===== config.mk =====
export PLATFORM = sky130hd
export DESIGN_NAME = uic_irq_fifo_control
export DESIGN_NICKNAME = d
export VERILOG_FILES = /design/src/uic_pkg.sv /design/src/uic_char_timer.sv /design/src/uic_irq_fifo_control.sv /design/src/uic_prio_encode.sv
export SDC_FILE = /design/constraint.sdc
export NUM_CORES = 1
export LEC_CHECK = 0
export BUFFER_PORTS_ARGS = -buffer_cell sky130_fd_sc_hd__clkbuf_2
export CAP_MARGIN = 20
export CORE_MARGIN = 2
export CORE_UTILIZATION = 45
export DETAILED_ROUTE_END_ITERATION = 6
export GPL_ROUTABILITY_DRIVEN = 0
export PLACE_DENSITY = 0.75
export SKIP_LAST_GASP = 1
export SYNTH_ARGS = -nofsm -noshare
export SYNTH_HDL_FRONTEND = slang
export SYNTH_HIERARCHICAL = 1
export SYNTH_SLANG_ARGS = --single-unit

===== constraint.sdc =====
create_clock -name clock -period 1.9 [get_ports clock]
set_input_delay 0.095 -clock clock [delete_from_list [all_inputs] [get_ports clock]]
set_output_delay 0.095 -clock clock [all_outputs]
set_load 0.005 [all_outputs]

===== src/uic_pkg.sv =====
// shared constants and types of the uart interrupt and fifo control block
package uic_pkg;
	// register offsets
	localparam logic [2:0] OFS_DATA = 3'h0;
	localparam logic [2:0] OFS_IEN  = 3'h1;
	localparam logic [2:0] OFS_IDFC = 3'h2;
	localparam logic [2:0] OFS_LSR  = 3'h5;
	localparam logic [2:0] OFS_MSR  = 3'h6;
	// interrupt enable fields
	localparam int IEN_RX    = 0;
	localparam int IEN_TX    = 1;
	localparam int IEN_LINE  = 2;
	localparam int IEN_MODEM = 3;
	localparam int IEN_W     = 4;
	localparam logic [3:0] IEN_RESET = 4'h0;
	// fifo control fields
	localparam int FC_EN    = 0;
	localparam int FC_RXRST = 1;
	localparam int FC_TXRST = 2;
	localparam int FC_TRLO  = 6;
	localparam int FC_TRHI  = 7;
	// identification codes, bits 3..0
	localparam logic [3:0] ID_NONE  = 4'h1;
	localparam logic [3:0] ID_LINE  = 4'h6;
	localparam logic [3:0] ID_RXD   = 4'h4;
	localparam logic [3:0] ID_TMO   = 4'hC;
	localparam logic [3:0] ID_TXE   = 4'h2;
	localparam logic [3:0] ID_MODEM = 4'h0;
	// receive trigger levels in bytes
	localparam logic [4:0] TRIG_1  = 5'h01;
	localparam logic [4:0] TRIG_4  = 5'h04;
	localparam logic [4:0] TRIG_8  = 5'h08;
	localparam logic [4:0] TRIG_14 = 5'h0E;
	// character times without fifo traffic before a timeout
	localparam int CHAR_TIMES = 4;

	// pending sources, already gated by their enables
	typedef struct packed {
		logic lineStat;
		logic rxData;
		logic rxTimeout;
		logic txEmpty;
		logic modem;
	} uic_pend_s;

	// winning source after prioritisation
	typedef enum logic [2:0] {
		SRC_NONE  = 3'b000,
		SRC_LINE  = 3'b001,
		SRC_RXD   = 3'b010,
		SRC_TMO   = 3'b011,
		SRC_TXE   = 3'b100,
		SRC_MODEM = 3'b101
	} uic_src_e;
endpackage : uic_pkg


===== src/uic_char_timer.sv =====
// counts character times without receive fifo traffic
`timescale 1ns/1ps
module uic_char_timer #(
	parameter int CHAR_TIMES = uic_pkg::CHAR_TIMES
) (
	input  wire logic clock,
	input  wire logic sys_rst,
	input  wire logic restart,
	input  wire logic charTick,
	output logic      expired
);
	logic [3:0] count;

	// saturates at the limit so a stale fifo keeps the flag up
	always_ff @(posedge clock) begin
		if (sys_rst || restart)
			count <= 4'h0;
		else if (charTick && !expired)
			count <= count + 4'h1;
	end

	assign expired = (count == 4'(CHAR_TIMES));
endmodule : uic_char_timer


===== src/uic_irq_fifo_control.sv =====
// interrupt enable, identification and fifo control of the serial port
//
// Chosen here: the plain strobed port.
`timescale 1ns/1ps
// Contract
// - enable bit 0 allows data and timeout
// - enable bit 1 allows holding-empty interrupt
// - enable bit 2 allows line status interrupt
// - enable bit 3 allows modem status interrupt
// - enable bits 7..4 ignore writes, read zero
// - priority line, data, holding-empty, modem
// - identification frozen while host reads it
// - ident bit 0 low when anything pending
// - ident codes 1, 6, 4, C, 2, 0
// - bit 3 only on fifo timeout
// - each source cleared by its own access
// - ident and fifo bits 5..4 read zero
// - ident bits 7..6 mirror fifo enable
// - fifo enable bit; clearing empties both
// - receive fifo reset, self clearing
// - transmit fifo reset, self clearing
// - dma mode bit accepted, no effect
// - bits 7..6 choose 1, 4, 8, 14
// - offset 2 reads ident, writes fifo control
// - enable register at 1, latch bit low
// - interrupt output gated by output-2 bit
module uic_irq_fifo_control #(
	parameter int CNT_W      = 5,
	parameter int CHAR_TIMES = uic_pkg::CHAR_TIMES
) (
	input  wire logic             clock,
	input  wire logic             sys_rst,
	input  wire logic [2:0]       regAddr,
	input  wire logic [7:0]       regWdata,
	input  wire logic             regWr,
	input  wire logic             regRd,
	output logic      [7:0]       regRdata,
	input  wire logic             divisorLatchSelect,
	input  wire logic             irqOutputGate,
	input  wire logic             lineErrEvent,
	input  wire logic             txEmptyEvent,
	input  wire logic             modemChangeEvent,
	input  wire logic             rxPush,
	input  wire logic [CNT_W-1:0] rxCount,
	input  wire logic             charTick,
	output logic                  irq,
	output logic                  fifoEnable,
	output logic                  rxFifoFlush,
	output logic                  txFifoFlush,
	output logic      [4:0]       rxTrigLevel
);
	logic [3:0]         intEnable;
	logic               lineFlag;
	logic               txFlag;
	logic               modemFlag;
	logic [3:0]         identHeld;
	logic [3:0]         identNow;
	logic               timedOut;
	logic               rxAbove;
	logic               anyPend;
	uic_pkg::uic_pend_s pend;

	// decoded accesses
	logic ienWr;
	logic ienRd;
	logic identRd;
	logic fcWr;
	logic bufRd;
	logic thrWr;
	logic lsrRd;
	logic msrRd;
	logic modeChange;
	logic timerRestart;

	// strobe qualified by one register offset
	function automatic logic regHit(input logic strobe, input logic [2:0] addr, input logic [2:0] ofs);
		return strobe && addr == ofs;
	endfunction : regHit

	// a reset bit counts only in a write that also keeps the enable bit set
	function automatic logic fcBitSet(input logic [7:0] data, input int idx);
		return data[uic_pkg::FC_EN] && data[idx];
	endfunction : fcBitSet

	// latch bit hides data and enable offsets, not offset 2
	assign ienWr   = regHit(regWr, regAddr, uic_pkg::OFS_IEN) && !divisorLatchSelect;
	assign ienRd   = regHit(regRd, regAddr, uic_pkg::OFS_IEN) && !divisorLatchSelect;
	assign identRd = regHit(regRd, regAddr, uic_pkg::OFS_IDFC);
	assign fcWr    = regHit(regWr, regAddr, uic_pkg::OFS_IDFC);
	assign bufRd   = regHit(regRd, regAddr, uic_pkg::OFS_DATA) && !divisorLatchSelect;
	assign thrWr   = regHit(regWr, regAddr, uic_pkg::OFS_DATA) && !divisorLatchSelect;
	assign lsrRd   = regHit(regRd, regAddr, uic_pkg::OFS_LSR);
	assign msrRd   = regHit(regRd, regAddr, uic_pkg::OFS_MSR);

	// interrupt enable register, upper nibble not stored
	always_ff @(posedge clock) begin
		if (sys_rst)
			intEnable <= uic_pkg::IEN_RESET;
		else if (ienWr)
			intEnable <= regWdata[uic_pkg::IEN_W-1:0];
	end

	// fifo mode; a change of mode also empties both fifos
	assign modeChange = fcWr && (regWdata[uic_pkg::FC_EN] != fifoEnable);

	always_ff @(posedge clock) begin
		if (sys_rst)
			fifoEnable <= 1'b0;
		else if (fcWr)
			fifoEnable <= regWdata[uic_pkg::FC_EN];
	end

	// other fields only land with bit 0 set; dma bit is dropped
	always_ff @(posedge clock) begin
		if (sys_rst)
			rxTrigLevel <= uic_pkg::TRIG_1;
		else if (fcWr && regWdata[uic_pkg::FC_EN]) begin
			case (regWdata[uic_pkg::FC_TRHI:uic_pkg::FC_TRLO])
				2'h0:    rxTrigLevel <= uic_pkg::TRIG_1;
				2'h1:    rxTrigLevel <= uic_pkg::TRIG_4;
				2'h2:    rxTrigLevel <= uic_pkg::TRIG_8;
				default: rxTrigLevel <= uic_pkg::TRIG_14;
			endcase
		end
	end

	// flush pulses last one cycle, so the reset bits clear themselves
	always_ff @(posedge clock) begin
		if (sys_rst) begin
			rxFifoFlush <= 1'b0;
			txFifoFlush <= 1'b0;
		end else begin
			rxFifoFlush <= modeChange || (fcWr && fcBitSet(regWdata, uic_pkg::FC_RXRST));
			txFifoFlush <= modeChange || (fcWr && fcBitSet(regWdata, uic_pkg::FC_TXRST));
		end
	end

	// line status: sticky, read of line status clears, set wins
	always_ff @(posedge clock) begin
		if (sys_rst)
			lineFlag <= 1'b0;
		else if (lineErrEvent)
			lineFlag <= 1'b1;
		else if (lsrRd)
			lineFlag <= 1'b0;
	end

	// holding empty: cleared by holding write or ident read naming it
	always_ff @(posedge clock) begin
		if (sys_rst)
			txFlag <= 1'b0;
		else if (txEmptyEvent)
			txFlag <= 1'b1;
		else if (thrWr || (identRd && identHeld == uic_pkg::ID_TXE))
			txFlag <= 1'b0;
	end

	// modem status change: cleared by modem status read
	always_ff @(posedge clock) begin
		if (sys_rst)
			modemFlag <= 1'b0;
		else if (modemChangeEvent)
			modemFlag <= 1'b1;
		else if (msrRd)
			modemFlag <= 1'b0;
	end

	// any fifo traffic or an empty fifo restarts the character timer
	assign timerRestart = !fifoEnable || rxCount == '0 || rxPush || bufRd || rxFifoFlush;

	uic_char_timer #(
		.CHAR_TIMES (CHAR_TIMES)
	) u_timer (
		.clock    (clock),
		.sys_rst  (sys_rst),
		.restart  (timerRestart),
		.charTick (charTick),
		.expired  (timedOut)
	);

	// data level drops by itself when the fifo falls below trigger
	assign rxAbove = fifoEnable ? (rxCount >= CNT_W'(rxTrigLevel)) : (rxCount != '0);

	// sources gated by their enable bits
	always_comb begin
		pend.lineStat  = intEnable[uic_pkg::IEN_LINE] && lineFlag;
		pend.rxData    = intEnable[uic_pkg::IEN_RX] && rxAbove;
		pend.rxTimeout = intEnable[uic_pkg::IEN_RX] && fifoEnable && timedOut;
		pend.txEmpty   = intEnable[uic_pkg::IEN_TX] && txFlag;
		pend.modem     = intEnable[uic_pkg::IEN_MODEM] && modemFlag;
	end

	assign anyPend = |pend;

	uic_prio_encode u_prio (
		.pend  (pend),
		.ident (identNow)
	);

	// held copy stops moving during the read strobe
	always_ff @(posedge clock) begin
		if (sys_rst)
			identHeld <= uic_pkg::ID_NONE;
		else if (!identRd)
			identHeld <= identNow;
	end

	// read data valid only in the cycle after the strobe
	always_ff @(posedge clock) begin
		if (sys_rst)
			regRdata <= 8'h00;
		else if (ienRd)
			regRdata <= {4'h0, intEnable};
		else if (identRd)
			regRdata <= {{2{fifoEnable}}, 2'b00, identHeld};
		else
			regRdata <= 8'h00;
	end

	// output registered, held low while the gate bit is clear
	always_ff @(posedge clock) begin
		if (sys_rst)
			irq <= 1'b0;
		else
			irq <= irqOutputGate && anyPend;
	end
endmodule : uic_irq_fifo_control


===== src/uic_prio_encode.sv =====
// priority encoder from pending sources to identification code
`timescale 1ns/1ps
module uic_prio_encode (
	input  uic_pkg::uic_pend_s pend,
	output logic [3:0]         ident
);
	uic_pkg::uic_src_e src;

	// fixed priority, line status highest, modem lowest
	always_comb begin
		if (pend.lineStat)
			src = uic_pkg::SRC_LINE;
		else if (pend.rxData)
			src = uic_pkg::SRC_RXD;
		else if (pend.rxTimeout)
			src = uic_pkg::SRC_TMO;
		else if (pend.txEmpty)
			src = uic_pkg::SRC_TXE;
		else if (pend.modem)
			src = uic_pkg::SRC_MODEM;
		else
			src = uic_pkg::SRC_NONE;
	end

	// code per source
	always_comb begin
		case (src)
			uic_pkg::SRC_LINE:  ident = uic_pkg::ID_LINE;
			uic_pkg::SRC_RXD:   ident = uic_pkg::ID_RXD;
			uic_pkg::SRC_TMO:   ident = uic_pkg::ID_TMO;
			uic_pkg::SRC_TXE:   ident = uic_pkg::ID_TXE;
			uic_pkg::SRC_MODEM: ident = uic_pkg::ID_MODEM;
			default:            ident = uic_pkg::ID_NONE;
		endcase
	end
endmodule : uic_prio_encode


# Word-level counts from Yosys, hierarchy flattened
# Cells that the tools add are included.
[classes]
div = 0
order_cmp = 1
shift = 0
mul = 0
bitwise = 1
n_reduce_logical = 48
addsub = 1
n_eq_ne = 14
n_mux = 16
[ops]
columns = ["operator", "count"]
rows = [
  ["$logic_and 1x1->1", 27],
  ["$pmux 4 s5", 1],
  ["$mux 3", 5],
  ["$eq 3x3->1 const B", 4],
  ["$pmux 4 s3", 1],
  ["$eq 3x2->1 const B", 3],
  ["$logic_or 1x1->1", 8],
  ["$mux 4", 2],
  ["$mux 1", 7],
  ["$eq 3x1->1 const B", 2],
  ["$reduce_bool 2->1", 3],
  ["$ge 5x5->1", 1],
  ["$logic_not 5->1", 1],
  ["$reduce_bool 5->1", 1],
  ["$reduce_or 5->1", 1],
  ["$add 4x1->4 const B", 1],
  ["$eq 4x2->1 const B", 1],
  ["$eq 4x3->1 const B", 1],
  ["$logic_not 1->1", 3],
  ["$logic_not 3->1", 1],
  ["$reduce_or 3->1", 1],
  ["$eq 2x1->1 const B", 1],
  ["$eq 2x2->1 const B", 1],
  ["$logic_not 2->1", 1],
  ["3 further kinds", 3],
]
[totals]
in_bits = 27
reg_bits = 31
ram_bits = 0
latchBits = 0
out_inout_bits = 17
mem_count = 0
mem_bits_ro = 0

# Depth between registers and ports, before layout
[depth]
depth_word = 8
depth_mapped = 10
ltp_nobuf = 10

# Hierarchy
# Netlist, hierarchy kept.
[modules_own_cells]
columns = ["mod", "cells_each", "instances", "area_per_inst_um2"]
rows = [
  ["uic_irq_fifo_control", 128, 1, 1091.0],
  ["uic_char_timer", 25, 1, 229.0],
  ["uic_prio_encode", 5, 1, 40.0],
]

# Worst setup path before layout
# Ideal clock, no wire load.
[synth_path]
path_kind = "reg2reg"
from = "register rxTrigLevel[0]"
to = "register identHeld[0]"
arrival_time_ns = 1.757
n_path_buf = 0
setup_ns = 0.062
setup_slack_ns = 0.081
required_time_ns = 1.838
path_stages_with_launch = 10
cell_sequence = "dfxtp_1 > ha_1 > nand2b_1 > a211oi_1 > o211a_1 > nor3b_1 > or3_4 > nor3_2 > nand2_1 > nand3b_1"
[synth_rtl]
columns = ["item", "line_no", "text"]
rows = [
  ["from (decl)", "uic_irq_fifo_control.sv:50", "output logic [4:0] rxTrigLevel"],
  ["from (signal assigned)", "uic_irq_fifo_control.sv:116", "rxTrigLevel <= uic_pkg::TRIG_1;"],
  ["from (signal assigned)", "uic_irq_fifo_control.sv:119", "2'h0: rxTrigLevel <= uic_pkg::TRIG_1;"],
  ["from (signal assigned)", "uic_irq_fifo_control.sv:120", "2'h1: rxTrigLevel <= uic_pkg::TRIG_4;"],
  ["to (signal assigned)", "uic_irq_fifo_control.sv:203", "identHeld <= uic_pkg::ID_NONE;"],
  ["to (signal assigned)", "uic_irq_fifo_control.sv:205", "identHeld <= identNow;"],
  ["to (decl)", "uic_irq_fifo_control.sv:56", "logic [3:0] identHeld;"],
]

==> impl_metrics.yaml <==
run_status:
  status: "finished, violations left"
  violations: "DRC"
worst_setup_path:
  slowest_stage: "dfxtp_2"
  end_kind: "flop"
  startpoint: "rxTrigLevel[0]$_SDFFE_PP1P_"
  worstPathArrival_ps: 2160
  r2r-end: "identHeld[0]$_SDFFE_PP1N_"
  required_ps: 2180
  path_class: "reg -> reg"
  cp_cell_sequence: "ha_1, nand2b_4, a211oi_2, o211a_1, nor3b_2, or3_4, nor3_2, nand2_1, nand3b_1"
  reg2reg_slack_ps: 20
  rr_startpoint: "rxTrigLevel[0]$_SDFFE_PP1P_"
  crit_family: "simple AND/OR/NAND/NOR gates"
  r2r_cells: 9
  crit_end: "identHeld[0]$_SDFFE_PP1N_"
  max_stage_delay_ps: 350
  worst-path-stages: 9
  crit_fanout: 3
  cp-start-kind: "flop"
  path_buf_inv: 0
routing:
  wl_per_cell_um: 12.8
  wl_mm: 2.99
  vias: 1239
  postRouteAntennaNets: 0
  vias_per_cell: 5.32
  drc_errors: 1
  drtIter0Drc: 41
  drtPass1Iterations: 6
die:
  coreArea_mm2: 0.00281
  start_util: 0.485
  die_area_mm2: 0.00348
  die_w_um: 59.0
  ios: 44
  die_h_um: 59.0
  core.rowCount: 19
timing:
  skew_ps: 6.60
  grt_setup_unrepaired: "true"
  hold_violations: 0
  holdWs_ps: 31.0
  min_period_ps: 1880
  drv_slew: 0
  post-route-period-util: 0.989
  max_freq_mhz: 532
  setup_viol: 0
clock_network:
  htree_levels: 1
  insertion_delay_ps: 330
  cts_sinks: 28
  postCtsSetupRepairBufs: 0
  cts_buffer_depth: 2
  cts_tree: "built"
  cts-buffers-inserted: 3
  root_buffer: "clkbuf_4"
  clkTransAtPathRegs_ps: 150
logic_synthesis:
  ys_top_cells_by_area: "dfxtp_1, nand2_1, ha_1"
  muxShareOfSynthArea: 0.0442
  synth_top_area_share: 0.412
  yosysTopAreaCell: "dfxtp_1"
  synth-xor-area-share: 0
  ys_ff_latch: 28
  ys_async_sr_fraction: 0
  synthCells: 158
  synth_fa_ha_area_frac: 0.0552
  synth_simple_gate_area_frac: 0.298
  ys_top_cells_by_count: "dfxtp_1, nand2_1, nor2_1"
  yosysWarnings: 6
  synth_flop_cell: "dfxtp_1"
  synth-edff-count: 0
  synth_area_mm2: 0.00136
  synth_top_family_by_area: "simple AND/OR/NAND/NOR gates"
  synthDistinctLibCells: 45
  yosysSeqAreaShare: 0.412
  avgSynthCellArea_um2: 8.61
  synth_most_common_cell: "dfxtp_1"
  synth-compound-area-share: 0.132
placed_design:
  placed_cells: 223
  portBuffers: 38
  dp_hpwl_mm: 2.29
finish:
  instances_no_fill: 233
  nFillCells: 255
  fin_nets: 236
  diodes: 0
  drive_gt1_frac: 0.307
  syn2layout_area_growth_pct: 23.7
power_and_ir_drop:
  pwr_density_cell_mw_per_mm2: 594
  peakVddDrop_mv: 0.468
  p_leak_nw: 0.766
grt:
  grt_max_degree: 26
  grt_pass1_vias: 1213
  grt_pass1_wl_mm: 5.15
  overflow: 0
  track_usage: 0.191
  antenna_found_initial: 0
flow_run:
  drv_cap: 0
min_path:
  min_path_cells: 3
  hold_class: "in -> reg"
-- what timing repair did --
| action | CTS | global route |
|---|---|---|
| setup endpoints to repair | 2 | 4 |
| pin swaps | 2 | 3 |
| endpoints found under the hold margin | 4 | 2 |
| hold buffers | 4 | 2 |
| gates resized for setup | 2 | 5 |
-- through the flow --
stage	area [µm²]	power, W	utilization	TNS [ps]	worst slack [ps]
after floorplan	1370	0.000661	-	0	81.1
after global placement	1560	0.000702	0.557	0	50.5
after detailed placement	1560	0.000707	0.557	-12.9	-12.9
after CTS	1650	0.00100	0.587	0	10.0
after global routing	1680	0.00105	0.600	-61.8	-61.8
final	1680	0.000999	0.600	0	20.2
-- sequential cells by signal (all words and copies together) (netlist names), 4 cells and up --
name / cells
identHeld: 4
intEnable: 4
regRdata: 5
rxTrigLevel: 4
u_timer/count: 4
-- power breakdown --
group          leakage [nW]  switching [W]  total [W]  internal (W)
clock network        0.0210       0.000172   0.000289      0.000117
logic                 0.517      0.0000552   0.000107     0.0000518
registers             0.227     0.00000615   0.000603      0.000597
-- cells in the final DEF (no fill, tap or decap), types with 2 or more instances in the layout --
| master | Yosys | final |
|---|---|---|
| clkbuf_2 | 0 | 38 |
| dfxtp_1 | 28 | 25 |
| nand2_1 | 21 | 20 |
| nor2_1 | 17 | 17 |
| a21oi_1 | 11 | 11 |
| inv_1 | 8 | 8 |
| nand3_1 | 6 | 6 |
| mux2i_1 | 6 | 6 |
| ha_1 | 6 | 6 |
| dlygate4sd3_1 | 0 | 6 |
| nor3_1 | 4 | 4 |
| o21ai_0 | 3 | 3 |
| and2_1 | 3 | 3 |
| conb_1 | 1 | 3 |
| clkbuf_4 | 0 | 3 |
| dfxtp_2 | 0 | 3 |
| and3_1 | 2 | 2 |
| nor4_1 | 2 | 2 |
| nor3b_2 | 1 | 2 |
| nand3b_1 | 2 | 2 |
| o21a_1 | 2 | 2 |
| a21boi_1 | 2 | 2 |
-- cell type report --
| type | instances | area [µm²] | area share |
|---|---|---|---|
| Sequential cell | 28 | 564 | 0.335 |
| Timing Repair Buffer | 45 | 258 | 0.153 |
| Tap cell | 31 | 38.8 | 0.0230 |
| Clock buffer | 4 | 36.3 | 0.0216 |
| Multi-Input combinational cell | 116 | 752 | 0.447 |
| Inverter | 9 | 33.8 | 0.0201 |
-- worst min-delay path by stage --
stage | start | to | slack, ps
floorplan | sys_rst | u_timer/count[2]$_SDFFE_PP0P_ | 170
global placement | lineErrEvent | lineFlag$_SDFFE_PP0P_ | 300
detailed placement | lineErrEvent | lineFlag$_SDFFE_PP0P_ | 310
CTS | regWdata[2] | txFifoFlush$_SDFF_PP0_ | 5
global route | regWdata[6] | rxTrigLevel[2]$_SDFFE_PP0P_ | 40
finish | regWdata[6] | rxTrigLevel[2]$_SDFFE_PP0P_ | 30
-- worst register-to-register path, stage by stage (launching register included) --
cell and delay [ps]:
dfxtp_2 350, ha_1 270, nand2b_4 150, a211oi_2 200
o211a_1 210, nor3b_2 60, or3_4 340, nor3_2 110
nand2_1 60, nand3b_1 70
-- logic make-up (layout without fill, tap and decap cells) --
| group | Yosys count | in the layout |
|---|---|---|
| flops | 28 | 28 |
| other cells | 1 | 3 |
| mux | 6 | 6 |
| buf+inv | 16 | 58 |
| compound gates | 28 | 28 |
| fa+ha+maj | 6 | 6 |
| simple gates | 73 | 73 |
-- per-layer routing --
metal | wire length [µm] | track usage
met5 | 0 | 0
met4 | 58 | 0.0747
met3 | 115 | 0.0349
met2 | 1510 | 0.338
met1 | 1310 | 0.227
Note: power is estimated with default switching activity, not from simulation.
